`config.mk`:
```
export PLATFORM = sky130hd
export DESIGN_NAME = mbrtu_write_slave
export DESIGN_NICKNAME = d
export VERILOG_FILES = /design/src/mbrtu_pkg.sv /design/src/mbrtu_write_slave.sv /design/src/mbrtu_byte_store.sv
export SDC_FILE = /design/constraint.sdc
export NUM_CORES = 2
export LEC_CHECK = 0
export BUFFER_PORTS_ARGS = -buffer_cell sky130_fd_sc_hd__clkbuf_2
export CAP_MARGIN = 20
export CORE_ASPECT_RATIO = 0.75
export CORE_UTILIZATION = 45
export CTS_CLUSTER_SIZE = 28
export DETAILED_ROUTE_END_ITERATION = 12
export PLACE_DENSITY_LB_ADDON = 0.25
export SYNTH_ARGS = -nofsm -noshare
export SYNTH_HDL_FRONTEND = slang
export SYNTH_SLANG_ARGS = --single-unit
export TNS_END_PERCENT = 10
```
`constraint.sdc`:
```
create_clock -name I_CLK -period 13.7 [get_ports I_CLK]
set_clock_uncertainty 0.1 [all_clocks]
set_input_delay 2.74 -clock I_CLK [delete_from_list [all_inputs] [get_ports I_CLK]]
set_output_delay 2.74 -clock I_CLK [all_outputs]
set_load 0.05 [all_outputs]
```
`src/mbrtu_pkg.sv`:
```
// constants shared by the serial register-write slave, its checks, master model and bench
// assumes a 100 MHz system clock unless the top module parameter says otherwise
package mbrtu_pkg;
    // line rates selected by the two-bit rate input
    localparam int unsigned BAUD_9600   = 9600;
    localparam int unsigned BAUD_19200  = 19200;
    localparam int unsigned BAUD_38400  = 38400;
    localparam int unsigned BAUD_57600  = 57600;
    localparam int unsigned CLK_HZ_DEF  = 100_000_000;
    // one character is start + 8 data + stop
    localparam int unsigned CHAR_BITS   = 10;
    localparam int unsigned DATA_BITS   = 8;
    // inter-frame silence in tenths of a character: 3.5 characters
    localparam int unsigned GAP_TENTHS  = 35;
    localparam int unsigned GAP_BITS    = GAP_TENTHS * CHAR_BITS / 10;
    // station address window
    localparam logic [7:0]  STATION_MIN = 8'h01;
    localparam logic [7:0]  STATION_MAX = 8'h20;
    // function codes
    localparam logic [7:0]  FN_READ     = 8'h03;
    localparam logic [7:0]  FN_WR_ONE   = 8'h06;
    localparam logic [7:0]  FN_WR_MANY  = 8'h10;
    localparam logic [7:0]  FN_EXC_FLAG = 8'h80;
    // exception codes
    localparam logic [7:0]  ERR_FUNC    = 8'h01;
    localparam logic [7:0]  ERR_ADDR    = 8'h02;
    localparam logic [7:0]  ERR_VALUE   = 8'h03;
    localparam logic [7:0]  ERR_DEVICE  = 8'h04;
    // frame geometry
    localparam int unsigned HDR_BYTES   = 7;
    localparam int unsigned LEN_WR_ONE  = 8;
    localparam int unsigned LEN_MANY_X  = 9;
    localparam int unsigned MIN_FRAME   = 4;
    localparam int unsigned PAY_NORMAL  = 6;
    localparam int unsigned PAY_EXC     = 3;
    localparam int unsigned DATA_START  = 7;
    // check field: reflected polynomial, all-ones start
    localparam logic [15:0] CRC_INIT    = 16'hFFFF;
    localparam logic [15:0] CRC_POLY    = 16'hA001;
    localparam logic [15:0] CRC_RESID   = 16'h0000;
endpackage : mbrtu_pkg

```
`src/mbrtu_write_slave.sv`:
```
// serial register-write slave: 8N1 receiver, frame checker, write sequencer, responder
// assumes I_RXD idles high and the master keeps the line quiet while we answer
module mbrtu_write_slave #(
    parameter int unsigned CLK_HZ = mbrtu_pkg::CLK_HZ_DEF,
    parameter int unsigned DEPTH  = 256,
    parameter int unsigned AW     = 8
) (
    input  wire logic        I_CLK,
    input  wire logic        I_NRST,
    input  wire logic        I_RXD,
    input  wire logic [1:0]  I_BAUD_SEL,
    input  wire logic [7:0]  I_STATION_ADDR,
    input  wire logic        I_WR_FAIL,
    output logic             O_TXD,
    output logic             O_TX_EN,
    output logic             O_WR_STB,
    output logic [15:0]      O_WR_OBJ,
    output logic [15:0]      O_WR_DATA
);
    typedef enum logic [2:0] {
        S_RECV, S_CHECK, S_FETCH_H, S_FETCH_L, S_PUT, S_ACK, S_TX_LOAD, S_TX_SHIFT
    } state_type;

    // clock cycles per bit for a rate selection
    function automatic logic [23:0] bit_cycles(input logic [1:0] sel);
        int unsigned baud;
        case (sel)
            2'd0:    baud = mbrtu_pkg::BAUD_9600;
            2'd1:    baud = mbrtu_pkg::BAUD_19200;
            2'd2:    baud = mbrtu_pkg::BAUD_38400;
            default: baud = mbrtu_pkg::BAUD_57600;
        endcase
        return 24'(CLK_HZ / baud);
    endfunction : bit_cycles

    // one byte into the reflected check register
    function automatic logic [15:0] crc_byte(input logic [15:0] crc, input logic [7:0] b);
        logic [15:0] c;
        c = crc ^ {8'h00, b};
        for (int i = 0; i < 8; i++) begin
            c = c[0] ? ((c >> 1) ^ mbrtu_pkg::CRC_POLY) : (c >> 1);
        end
        return c;
    endfunction : crc_byte

    ////////////////////////////////////////////////////////////////////////////
    // timing
    wire logic [23:0] bit_len  = bit_cycles(I_BAUD_SEL);
    wire logic [23:0] half_len = {1'b0, bit_len[23:1]};
    wire logic [23:0] gap_len  = 24'(bit_len * mbrtu_pkg::GAP_BITS);

    ////////////////////////////////////////////////////////////////////////////
    // receiver state
    state_type   state_reg;
    logic        rx_act_reg;
    logic [3:0]  rx_bit_reg;
    logic [23:0] rx_cnt_reg;
    logic [7:0]  rx_sh_reg;
    logic [23:0] quiet_reg;
    logic [8:0]  rx_len_reg;
    logic [15:0] rx_crc_reg;
    logic        rx_err_reg;
    logic [7:0]  hdr_reg [0:mbrtu_pkg::HDR_BYTES-1];
    // sequencer and transmitter state
    logic [AW-1:0] rd_idx_reg;
    logic [7:0]  hi_reg;
    logic [15:0] left_reg;
    logic        exc_reg;
    logic [7:0]  code_reg;
    logic [2:0]  tx_idx_reg;
    logic [9:0]  tx_sh_reg;
    logic [3:0]  tx_bit_reg;
    logic [23:0] tx_cnt_reg;
    logic [15:0] tx_crc_reg;
    logic [7:0]  rdata;

    // 8N1 framing: start, eight data bits LSB first, stop
    wire logic rx_tick   = rx_act_reg && (rx_cnt_reg == 24'd0);
    wire logic rx_done   = rx_tick && (rx_bit_reg == 4'(mbrtu_pkg::DATA_BITS + 1));
    wire logic byte_in   = rx_done && (state_reg == S_RECV);
    wire logic frame_end = (quiet_reg == gap_len) && (rx_len_reg != 9'd0);
    wire logic mem_we    = byte_in && (rx_len_reg < 9'(DEPTH));

    ////////////////////////////////////////////////////////////////////////////
    // bit sampler: start edge, then sample mid-bit
    always_ff @(posedge I_CLK or negedge I_NRST) begin
        if (!I_NRST) begin
            rx_act_reg <= 1'b0;
            rx_bit_reg <= 4'd0;
            rx_cnt_reg <= 24'd0;
            rx_sh_reg  <= 8'h00;
        end else if (!rx_act_reg) begin
            rx_act_reg <= !I_RXD;
            rx_bit_reg <= 4'd0;
            rx_cnt_reg <= half_len;
        end else if (rx_tick) begin
            rx_cnt_reg <= bit_len - 24'd1;
            rx_bit_reg <= rx_bit_reg + 4'd1;
            if (rx_bit_reg == 4'd0 && I_RXD) begin
                rx_act_reg <= 1'b0; // glitch, not a start bit
            end else if (rx_bit_reg == 4'(mbrtu_pkg::DATA_BITS + 1)) begin
                rx_act_reg <= 1'b0;
            end else if (rx_bit_reg != 4'd0) begin
                rx_sh_reg <= {I_RXD, rx_sh_reg[7:1]};
            end
        end else begin
            rx_cnt_reg <= rx_cnt_reg - 24'd1;
        end
    end

    // line silence counter, saturates one past the gap
    always_ff @(posedge I_CLK or negedge I_NRST) begin
        if (!I_NRST) begin
            quiet_reg <= 24'd0;
        end else if (rx_act_reg || !I_RXD) begin
            quiet_reg <= 24'd0;
        end else if (quiet_reg <= gap_len) begin
            quiet_reg <= quiet_reg + 24'd1;
        end
    end

    ////////////////////////////////////////////////////////////////////////////
    // frame decode from captured header bytes, the running check and the byte count
    wire logic [7:0]  fn       = hdr_reg[1];
    wire logic [15:0] reg_cnt  = {hdr_reg[4], hdr_reg[5]};
    wire logic [7:0]  byte_cnt = hdr_reg[6];
    wire logic addr_ok  = (hdr_reg[0] == I_STATION_ADDR) && (I_STATION_ADDR >= mbrtu_pkg::STATION_MIN)
                          && (I_STATION_ADDR <= mbrtu_pkg::STATION_MAX);
    wire logic crc_ok   = (rx_crc_reg == mbrtu_pkg::CRC_RESID) && !rx_err_reg
                          && (rx_len_reg >= 9'(mbrtu_pkg::MIN_FRAME));
    wire logic cnt_ok   = (reg_cnt != 16'h0000) && (reg_cnt[15:7] == 9'd0)
                          && ({reg_cnt[6:0], 1'b0} == byte_cnt);
    wire logic many_ok  = cnt_ok && (rx_len_reg == 9'(byte_cnt) + 9'(mbrtu_pkg::LEN_MANY_X));
    wire logic one_ok   = (rx_len_reg == 9'(mbrtu_pkg::LEN_WR_ONE));

    // response bytes: header echo or exception, then check low, check high
    wire logic [2:0] pay_len = exc_reg ? 3'(mbrtu_pkg::PAY_EXC) : 3'(mbrtu_pkg::PAY_NORMAL);
    wire logic [7:0] pay_byte = (exc_reg && tx_idx_reg == 3'd1) ? (fn + mbrtu_pkg::FN_EXC_FLAG)
                              : (exc_reg && tx_idx_reg == 3'd2) ? code_reg
                              : hdr_reg[tx_idx_reg];
    wire logic [7:0] tx_byte = (tx_idx_reg < pay_len) ? pay_byte
                             : (tx_idx_reg == pay_len) ? tx_crc_reg[7:0] : tx_crc_reg[15:8];
    wire logic tx_tick = (tx_cnt_reg == 24'd0);
    wire logic [15:0] put_data = (fn == mbrtu_pkg::FN_WR_ONE) ? {hdr_reg[4], hdr_reg[5]} : {hi_reg, rdata};

    ////////////////////////////////////////////////////////////////////////////
    // frame collection and check accumulation
    always_ff @(posedge I_CLK or negedge I_NRST) begin
        if (!I_NRST) begin
            rx_len_reg <= 9'd0;
            rx_crc_reg <= mbrtu_pkg::CRC_INIT;
            rx_err_reg <= 1'b0;
            for (int i = 0; i < mbrtu_pkg::HDR_BYTES; i++) begin
                hdr_reg[i] <= 8'h00;
            end
        end else if (state_reg == S_CHECK) begin
            rx_len_reg <= 9'd0;
            rx_crc_reg <= mbrtu_pkg::CRC_INIT;
            rx_err_reg <= 1'b0;
        end else if (byte_in) begin
            rx_crc_reg <= crc_byte(rx_crc_reg, rx_sh_reg);
            rx_err_reg <= rx_err_reg || !I_RXD || (rx_len_reg >= 9'(DEPTH)); // framing or overlong
            if (rx_len_reg < 9'(DEPTH)) begin
                rx_len_reg <= rx_len_reg + 9'd1;
            end
            if (rx_len_reg < 9'(mbrtu_pkg::HDR_BYTES)) begin
                hdr_reg[rx_len_reg[2:0]] <= rx_sh_reg;
            end
        end
    end

    ////////////////////////////////////////////////////////////////////////////
    // main sequencer: check, write registers, answer
    always_ff @(posedge I_CLK or negedge I_NRST) begin
        if (!I_NRST) begin
            state_reg  <= S_RECV;
            rd_idx_reg <= '0;
            hi_reg     <= 8'h00;
            left_reg   <= 16'h0000;
            exc_reg    <= 1'b0;
            code_reg   <= 8'h00;
            tx_idx_reg <= 3'd0;
            tx_sh_reg  <= 10'h3FF;
            tx_bit_reg <= 4'd0;
            tx_cnt_reg <= 24'd0;
            tx_crc_reg <= mbrtu_pkg::CRC_INIT;
            O_WR_STB   <= 1'b0;
            O_WR_OBJ   <= 16'h0000;
            O_WR_DATA  <= 16'h0000;
            O_TXD      <= 1'b1;
            O_TX_EN    <= 1'b0;
        end else begin
            O_TXD   <= (state_reg == S_TX_SHIFT) ? tx_sh_reg[0] : 1'b1;
            O_TX_EN <= (state_reg == S_TX_SHIFT);
            case (state_reg)
                S_RECV: begin
                    exc_reg    <= 1'b0;
                    tx_idx_reg <= 3'd0;
                    tx_crc_reg <= mbrtu_pkg::CRC_INIT;
                    if (frame_end) begin
                        state_reg <= S_CHECK;
                    end
                end
                S_CHECK: begin
                    O_WR_OBJ   <= {hdr_reg[2], hdr_reg[3]};
                    rd_idx_reg <= AW'(mbrtu_pkg::DATA_START);
                    left_reg   <= reg_cnt;
                    code_reg   <= mbrtu_pkg::ERR_VALUE;
                    if (!crc_ok || !addr_ok) begin
                        state_reg <= S_RECV;
                    end else if (fn == mbrtu_pkg::FN_WR_ONE) begin
                        left_reg  <= 16'h0001;
                        exc_reg   <= !one_ok;
                        state_reg <= one_ok ? S_PUT : S_TX_LOAD;
                    end else if (fn == mbrtu_pkg::FN_WR_MANY) begin
                        exc_reg   <= !many_ok;
                        state_reg <= many_ok ? S_FETCH_H : S_TX_LOAD;
                    end else begin
                        exc_reg   <= 1'b1;
                        code_reg  <= (fn == mbrtu_pkg::FN_READ) ? mbrtu_pkg::ERR_ADDR : mbrtu_pkg::ERR_FUNC;
                        state_reg <= S_TX_LOAD;
                    end
                end
                S_FETCH_H: begin
                    rd_idx_reg <= rd_idx_reg + AW'(1);
                    state_reg  <= S_FETCH_L;
                end
                S_FETCH_L: begin
                    hi_reg     <= rdata;
                    rd_idx_reg <= rd_idx_reg + AW'(1);
                    state_reg  <= S_PUT;
                end
                S_PUT: begin
                    O_WR_STB  <= 1'b1;
                    O_WR_DATA <= put_data;
                    left_reg  <= left_reg - 16'h0001;
                    state_reg <= S_ACK;
                end
                S_ACK: begin
                    // fail is sampled while the strobe is high
                    O_WR_STB <= 1'b0;
                    if (I_WR_FAIL) begin
                        exc_reg   <= 1'b1;
                        code_reg  <= mbrtu_pkg::ERR_DEVICE;
                        state_reg <= S_TX_LOAD;
                    end else if (left_reg == 16'h0000) begin
                        state_reg <= S_TX_LOAD;
                    end else begin
                        O_WR_OBJ  <= O_WR_OBJ + 16'h0001;
                        state_reg <= S_FETCH_H;
                    end
                end
                S_TX_LOAD: begin
                    tx_sh_reg  <= {1'b1, tx_byte, 1'b0};
                    tx_bit_reg <= 4'd0;
                    tx_cnt_reg <= bit_len - 24'd1;
                    if (tx_idx_reg < pay_len) begin
                        tx_crc_reg <= crc_byte(tx_crc_reg, tx_byte);
                    end
                    state_reg <= S_TX_SHIFT;
                end
                S_TX_SHIFT: begin
                    tx_cnt_reg <= tx_tick ? bit_len - 24'd1 : tx_cnt_reg - 24'd1;
                    if (tx_tick && tx_bit_reg == 4'(mbrtu_pkg::CHAR_BITS - 1)) begin
                        tx_idx_reg <= tx_idx_reg + 3'd1;
                        state_reg  <= (tx_idx_reg == pay_len + 3'd1) ? S_RECV : S_TX_LOAD;
                    end else if (tx_tick) begin
                        tx_sh_reg  <= {1'b1, tx_sh_reg[9:1]};
                        tx_bit_reg <= tx_bit_reg + 4'd1;
                    end
                end
                default: begin
                    state_reg <= S_RECV;
                end
            endcase
        end
    end

    ////////////////////////////////////////////////////////////////////////////
    // frame store; only written while collecting, so reads later are stable
    mbrtu_byte_store #(
        .DEPTH (DEPTH),
        .AW    (AW)
    ) u_store (
        .I_CLK   (I_CLK),
        .I_NRST  (I_NRST),
        .i_we    (mem_we),
        .i_waddr (rx_len_reg[AW-1:0]),
        .i_wdata (rx_sh_reg),
        .i_raddr (rd_idx_reg),
        .o_rdata (rdata)
    );
endmodule : mbrtu_write_slave

```
`src/mbrtu_byte_store.sv`:
```
// byte memory holding one received query frame
// assumes one writer and one reader in the same clock domain
module mbrtu_byte_store #(
    parameter int unsigned DEPTH = 256,
    parameter int unsigned AW    = 8
) (
    input  wire logic          I_CLK,
    input  wire logic          I_NRST,
    input  wire logic          i_we,
    input  wire logic [AW-1:0] i_waddr,
    input  wire logic [7:0]    i_wdata,
    input  wire logic [AW-1:0] i_raddr,
    output logic      [7:0]    o_rdata
);
    logic [7:0] mem [0:DEPTH-1];

    // array has no reset: contents are only read after being written
    always_ff @(posedge I_CLK) begin
        if (i_we) begin
            mem[i_waddr] <= i_wdata;
        end
    end

    // registered read, one cycle latency
    always_ff @(posedge I_CLK or negedge I_NRST) begin
        if (!I_NRST) begin
            o_rdata <= 8'h00;
        end else begin
            o_rdata <= mem[i_raddr];
        end
    end
endmodule : mbrtu_byte_store

```
---- Word-level counts from Yosys, hierarchy flattened ----
Memory sizes are Yosys's and may differ from the RTL's. A register that Yosys moved wholly into a read port is not among the register bits.
Cells that the tools add are included.
storage, ports and cells
  flip-flop bits (word level) ............. 279
  bits in writable memories ............... 2,048
  input bits .............................. 14
  memories kept ........................... 1
  output and inout port bits .............. 35
  word-level logic and storage cells ...... 267
operators by class
  multipliers ............................. 1
  order comparisons ....................... 11
  multiplexer cells ....................... 91
  div/mod/pow operators ................... 1
  bitwise logic cells ..................... 23
  equal/unequal tests ..................... 33
  add/subtract/negate cells ............... 14
  reductions and logical operators ........ 61
memories
  memory       depth  bits a word  rd ports  clocked after Yosys merged registers in  write ports  RTL line                RTL
  u_store.mem  256    8            1         1                                        1            mbrtu_byte_store.sv:15  logic [7:0] mem [0:DEPTH-1];
operators by type and width
  operator                  number
  $mux W16                  24
  $mux W24                  5
  $pmux W16 S2              3
  $sub A24 B1 Y24 const B   3
  $mux W8                   8
  $bwmux W56                1
  $logic_not A24 Y1         2
  $not A2 Y3                16
  $pmux W16 S3              1
  $pmux W24 S2              1
  $mux W3                   11
  $div A27 B32 Y32 const A  1
  $logic_not A16 Y1         2
  $pmux W8 S2               2
  $xor A16 B8 Y16           2
  $mux W9                   3
  $add A24 B1 Y24 const B   1
  $bmux W8 S3               1
  $demux W8 S3              1
  $eq A24 B24 Y1            1
  $le A24 B24 Y1            1
  $mul A24 B6 Y24 const B   1
  $pmux W3 S8               1
  $mux W10                  2
  other kinds (58)          141

---- Longest topological paths before layout ----
  depth after elaboration ................. 26
  depth in mapped cells ................... 89
  gate-level depth less buffers ........... 85

---- Modules after synthesis ----
Synthesis repeated with hierarchy kept, for this count alone.
second synthesis, totals
  cells, all modules ...................... 6,222
  area, all modules ....................... 100,710.3 um^2
modules (own cells, without submodules)
  module             cells each  times used  area each (um^2)  seq. area each (um^2)
  mbrtu_byte_store   3,795       1           80,038.0          61,699.2
  mbrtu_write_slave  2,427       1           20,672.3          6,884.1

---- Worst setup path before layout ----
No wires, ideal clock.
  path type ............................... input-to-reg
  from .................................... input port I_BAUD_SEL[0]
  to ...................................... register quiet_reg[13]
  required time ........................... 13,470 ps
  slack ................................... -6,505 ps
  arrival ................................. 19,975 ps
  cell stages on the path ................. 87
  cell sequence ........................... inv_1 -> ha_1 -> clkbuf_1 -> inv_1 -> clkbuf_1 -> ha_1 -> nor2_1 -> inv_1 -> ha_1 -> nor2b_2 -> o41ai_1 -> ha_1 -> xor2_1 -> a21oi_2 -> nand2b_1 -> nand3_2 -> a31o_2 -> buf_4 -> [... 51 more ...] -> a211oi_2 -> o2111ai_2 -> nor2_1 -> inv_1 -> ha_1 -> a22oi_1 -> o21ai_0 -> xnor2_1 -> ha_1 -> a21o_1 -> a211oi_1 -> o21ai_0 -> o211ai_1 -> nand3_1 -> nor3_1 -> nand3_1 -> xor2_1 -> nor2_1
on the way
  longest elaborated chain between the ends .. 6
  elaborated cells between the ends (all ways) .. 8
  classes of those cells .................. 1 x mul; 1 x div; 1 x order compare; 2 x eq/ne; 1 x mux; 2 x reduce/logical
RTL lines
  what                                   RTL line                  RTL
  from (decl)                            mbrtu_write_slave.sv:11   input wire logic [1:0] I_BAUD_SEL,
  $eq A2 B2 Y1 (tied with other cells)   mbrtu_write_slave.sv:27   case (sel)
  $pmux W16 S3 *                         mbrtu_write_slave.sv:27
  $div A27 B32 Y32 *                     mbrtu_write_slave.sv:33   return 24'(CLK_HZ / baud);
  $mul A24 B6 Y24 *                      mbrtu_write_slave.sv:50   wire logic [23:0] gap_len = 24'(bit_len * mbrtu_pkg::GAP_BITS);
  $le A24 B24 Y1 *                       mbrtu_write_slave.sv:117  end else if (quiet_reg <= gap_len) begin
  $reduce_bool A2 Y1 (no source line) *  -
  to (signal assigned)                   mbrtu_write_slave.sv:118  quiet_reg <= quiet_reg + 24'd1;
  to (decl)                              mbrtu_write_slave.sv:59   logic [23:0] quiet_reg;
Every way passes the cells marked *; elsewhere a longest branch is shown, timed or not.
A chain may end at the register's enable or synchronous reset.

---- Worst setup path in the final report ----
  from .................................... input port I_BAUD_SEL[0]
  to ...................................... register tx_cnt_reg[0]
on the way
  longest elaborated chain between the ends .. 6
  elaborated cells between the ends (all ways) .. 8
  classes of those cells .................. 1 x add/sub; 1 x div; 2 x eq/ne; 3 x mux; 1 x reduce/logical
RTL lines
  what                                  RTL line                                            RTL
  $eq A2 B2 Y1 (tied with other cells)  mbrtu_write_slave.sv:27
  $pmux W16 S3 *                        mbrtu_write_slave.sv:27
  $div A27 B32 Y32 *                    mbrtu_write_slave.sv:33
  $sub A24 B1 Y24 *                     mbrtu_write_slave.sv:256, mbrtu_write_slave.sv:263
  $mux W24                              mbrtu_write_slave.sv:263                            tx_cnt_reg <= tx_tick ? bit_len - 24'd1 : tx_cnt_reg - 24'd1;
  $pmux W24 S2 *                        mbrtu_write_slave.sv:195                            case (state_reg)
  to (signal assigned)                  mbrtu_write_slave.sv:256                            tx_cnt_reg <= bit_len - 24'd1;
  to (signal assigned)                  mbrtu_write_slave.sv:263
  to (decl)                             mbrtu_write_slave.sv:73                             logic [23:0] tx_cnt_reg;
Marked as above.

==> flow_summary.yaml <==
setup_path:
  critPathCapture: "tx_cnt_reg[0]"
  required_ps: 14390
  r2r_end: "u_store.mem[67][4]"
  slowest_stage: "or4b_4"
  cp_max_fo: 5
  path_class: "input pin to register"
  cp-end-kind: "register"
  cp-start-kind: "input pin"
  reg2reg_depth: 16
  r2r_setup_slack_ps: 6620
  worstSetupStartpoint: "I_BAUD_SEL[0]"
  path_common_cell: "buf_4"
  slowest_delay_ps: 600
  arrival_ps: 18070
  r2r_start: "rx_cnt_reg[0]"
clock_network:
  cts_tree: "yes"
  htree_levels: 4
  clkTransAtPathRegs_ps: 60
  cts-root-buf: "clkbuf_16"
  clock_latency_ps: 860
  clockBufferDepth: 4
  clock_sinks: 2329
  cts_buffers: 215
placement:
  post-dp-hpwl_mm: 155
  place_area_um2: 105000
  dp_worst_setup_slack_ps: -4780
  io_buffers: 48
  gp_congestion: 0.883
pwr:
  finalPower_w: 0.0142
  p_leak_nw: 32.0
  sw_frac_of_total_pct: 20.9
  power_switching_w: 0.00296
  p_int_w: 0.0112
  seqPwrFrac_pct: 54.3
  power.density_nw_per_um2: 125
  combPwrFrac_pct: 4.3
  ir_drop_mv: 0.0923
  pwr-share-clk_pct: 41.4
synth:
  ys.flop_type: "edfxtp_1"
  synth_edf_count: 2048
  ys_seq_elements: 2329
  synth_area_um2: 99100
  synth_seq_area_share_pct: 69.2
  async_flop_share_pct: 12.1
  synth_cell_types: 116
  yosys_warnings: 0
  syn-num-nets: 5729
  avgSynthCellArea_um2: 17.6
  netlist_instances: 5618
drt:
  wirelength_mm: 256
  vias: 55300
  drt_iter0_markers: 6925
  first_pass_iters: 6
  drc: 0
  vias_per_cell: 6.08
  post_drt_wl_per_cell_um: 28.1
  ant_nets: 0
timing:
  finalMaxSlewViolations: 0
  rsz0062_at_grt: "true"
  setup_viol: 30
  max_slew_margin_pct: 23.6
  tightest_slew_ps: 1150
  layout_setup_ws_ps: -3680
  fin_crit_sh_pct: 127
  clock.fmax_mhz: 57.5
  hold_viol: 0
  min_period_ps: 17380
grt:
  grt_pass1_vias: 53800
  grt_use_total_pct: 23.0
  overflow: 0
  grt_max_degree: 199
  grt_pass1_wl_mm: 376
  antenna_found_initial: 16
die:
  num_rows: 148
  ios: 49
  start_util_pct: 45.5
  core_um2: 218000
  die_h_um: 408
  dieArea_um2: 222000
  die_width_um: 544
final_layout:
  area_growth_pct: 13.9
  fin_nets: 6110
  utilization_pct: 51.8
  layout_common_cells: "2048 x edfxtp_1, 687 x mux4_2, 453 x nor2_1, 414 x buf_4, 290 x nand2_1"
  layout-drive-gt1-share_pct: 29.0
  fillers: 17300
  largest_register_ff_count: 2048
  final_area_um2: 113000
  final_common_cell: "edfxtp_1"
  multi_input_area_um2: 29800
  regArea_um2: 68600
outcome:
  failed_checks: "setup timing"
  status: "finished, violations left"
min_path:
  min_path_type: "register to register"
run:
  maxCapViolCount: 0
timing repair:
item / CTS / global route
gates resized for setup: 48 / 45
endpoints found under the setup margin: 30 / 30
pin swaps: 48 / 37
hold buffers: 0 / 0
setup buffers: 69 / 16
gates cloned: 1 / 0
cell families (layout without fill, tap and decap cells):
group           Yosys count  count (layout)  share of synthesized area [%]
simple gates           1218            1218                           5.76
other cells               1               2                        0.00378
xor+xnor                135             135                           1.21
buf+inv                 394             944                           1.53
compound gates          640             640                           4.17
fa+ha+maj                97              97                           1.23
flops                  2329            2329                           69.2
mux                     804             804                           16.9
cells in the mapped netlist (42+ instances only):
| cell type | number | area share (%) |
|---|---|---|
| clkbuf_1 | 236 | 0.89 |
| nor3_1 | 89 | 0.45 |
| edfxtp_1 | 2048 | 62 |
| nand3_1 | 72 | 0.36 |
| dfrtp_1 | 239 | 6.0 |
| ha_1 | 96 | 1.2 |
| xnor2_1 | 82 | 0.72 |
| mux2_2 | 78 | 0.89 |
| mux4_2 | 687 | 16 |
| xor2_1 | 51 | 0.45 |
| nand2_1 | 308 | 1.2 |
| nor2_1 | 462 | 1.7 |
| o21ai_0 | 165 | 0.83 |
| inv_1 | 67 | 0.25 |
| dfstp_2 | 42 | 1.1 |
| a21oi_1 | 190 | 0.96 |
| buf_1 | 71 | 0.27 |
worst max-delay path, delay by kind of cell:
| family | cells | cell delay (ps) |
|---|---|---|
| AO/OA/AOI/OAI | 26 | 5400 |
| buffers and inverters | 29 | 3670 |
| AND/OR/NAND/NOR | 23 | 3590 |
| adder cells (fa/ha/maj) | 8 | 1990 |
| multiplexers | 2 | 420 |
| XOR/XNOR | 2 | 200 |
per-stage QoR:
step	hold slack [ps]	setup TNS [ps]	std cells
global placement	344	-111660	8616
global route	361	-112830	9093
floorplan	332	-113190	5618
CTS	351	-81430	9073
detailed placement	344	-125580	8617
finish	349	-92480	9094
worst min path at each step:
stage / start / endpoint / slack [ps] / cells after the start
3_5_place_dp: tx_sh_reg[0] / tx_sh_reg[0] / 340 / 2
5_1_grt: tx_sh_reg[0] / tx_sh_reg[0] / 360 / 2
2_1_floorplan: tx_sh_reg[0] / tx_sh_reg[0] / 330 / 2
3_3_place_gp: tx_sh_reg[0] / tx_sh_reg[0] / 340 / 2
4_1_cts: tx_sh_reg[0] / tx_sh_reg[0] / 350 / 2
6_report: tx_sh_reg[0] / tx_sh_reg[0] / 350 / 2
routing by layer:
| metal | GRT usage (%) | vias to the layer above | part of all wire, % |
|---|---|---|---|
| met5 | 0 | - | 0.013 |
| met4 | 4.95 | 4 | 2.1 |
| met2 | 32.6 | 2419 | 43 |
| met3 | 4.46 | 346 | 9.0 |
| met1 | 36.7 | 29200 | 45 |
| li1 | - | 23300 | - |
power groups by stage:
stage	combinational (W)	clock [W]	sequential (W)
after floorplan	0.000320	0	0.00783
after global placement	0.000531	0	0.00783
after detailed placement	0.000539	0	0.00783
after CTS	0.000587	0.00593	0.00768
after global routing	0.000668	0.00621	0.00769
final	0.000614	0.00586	0.00768
cell type report:
class	instances	area share (%)
antenna	1	0.00222
clock buffer	276	5.15
clock inverter	110	0.821
inverter	73	0.265
multi-input combinational	2895	26.4
sequential	2329	60.8
tap	2925	3.24
timing repair buffer	485	3.29
(Power assumes the default switching activity.)
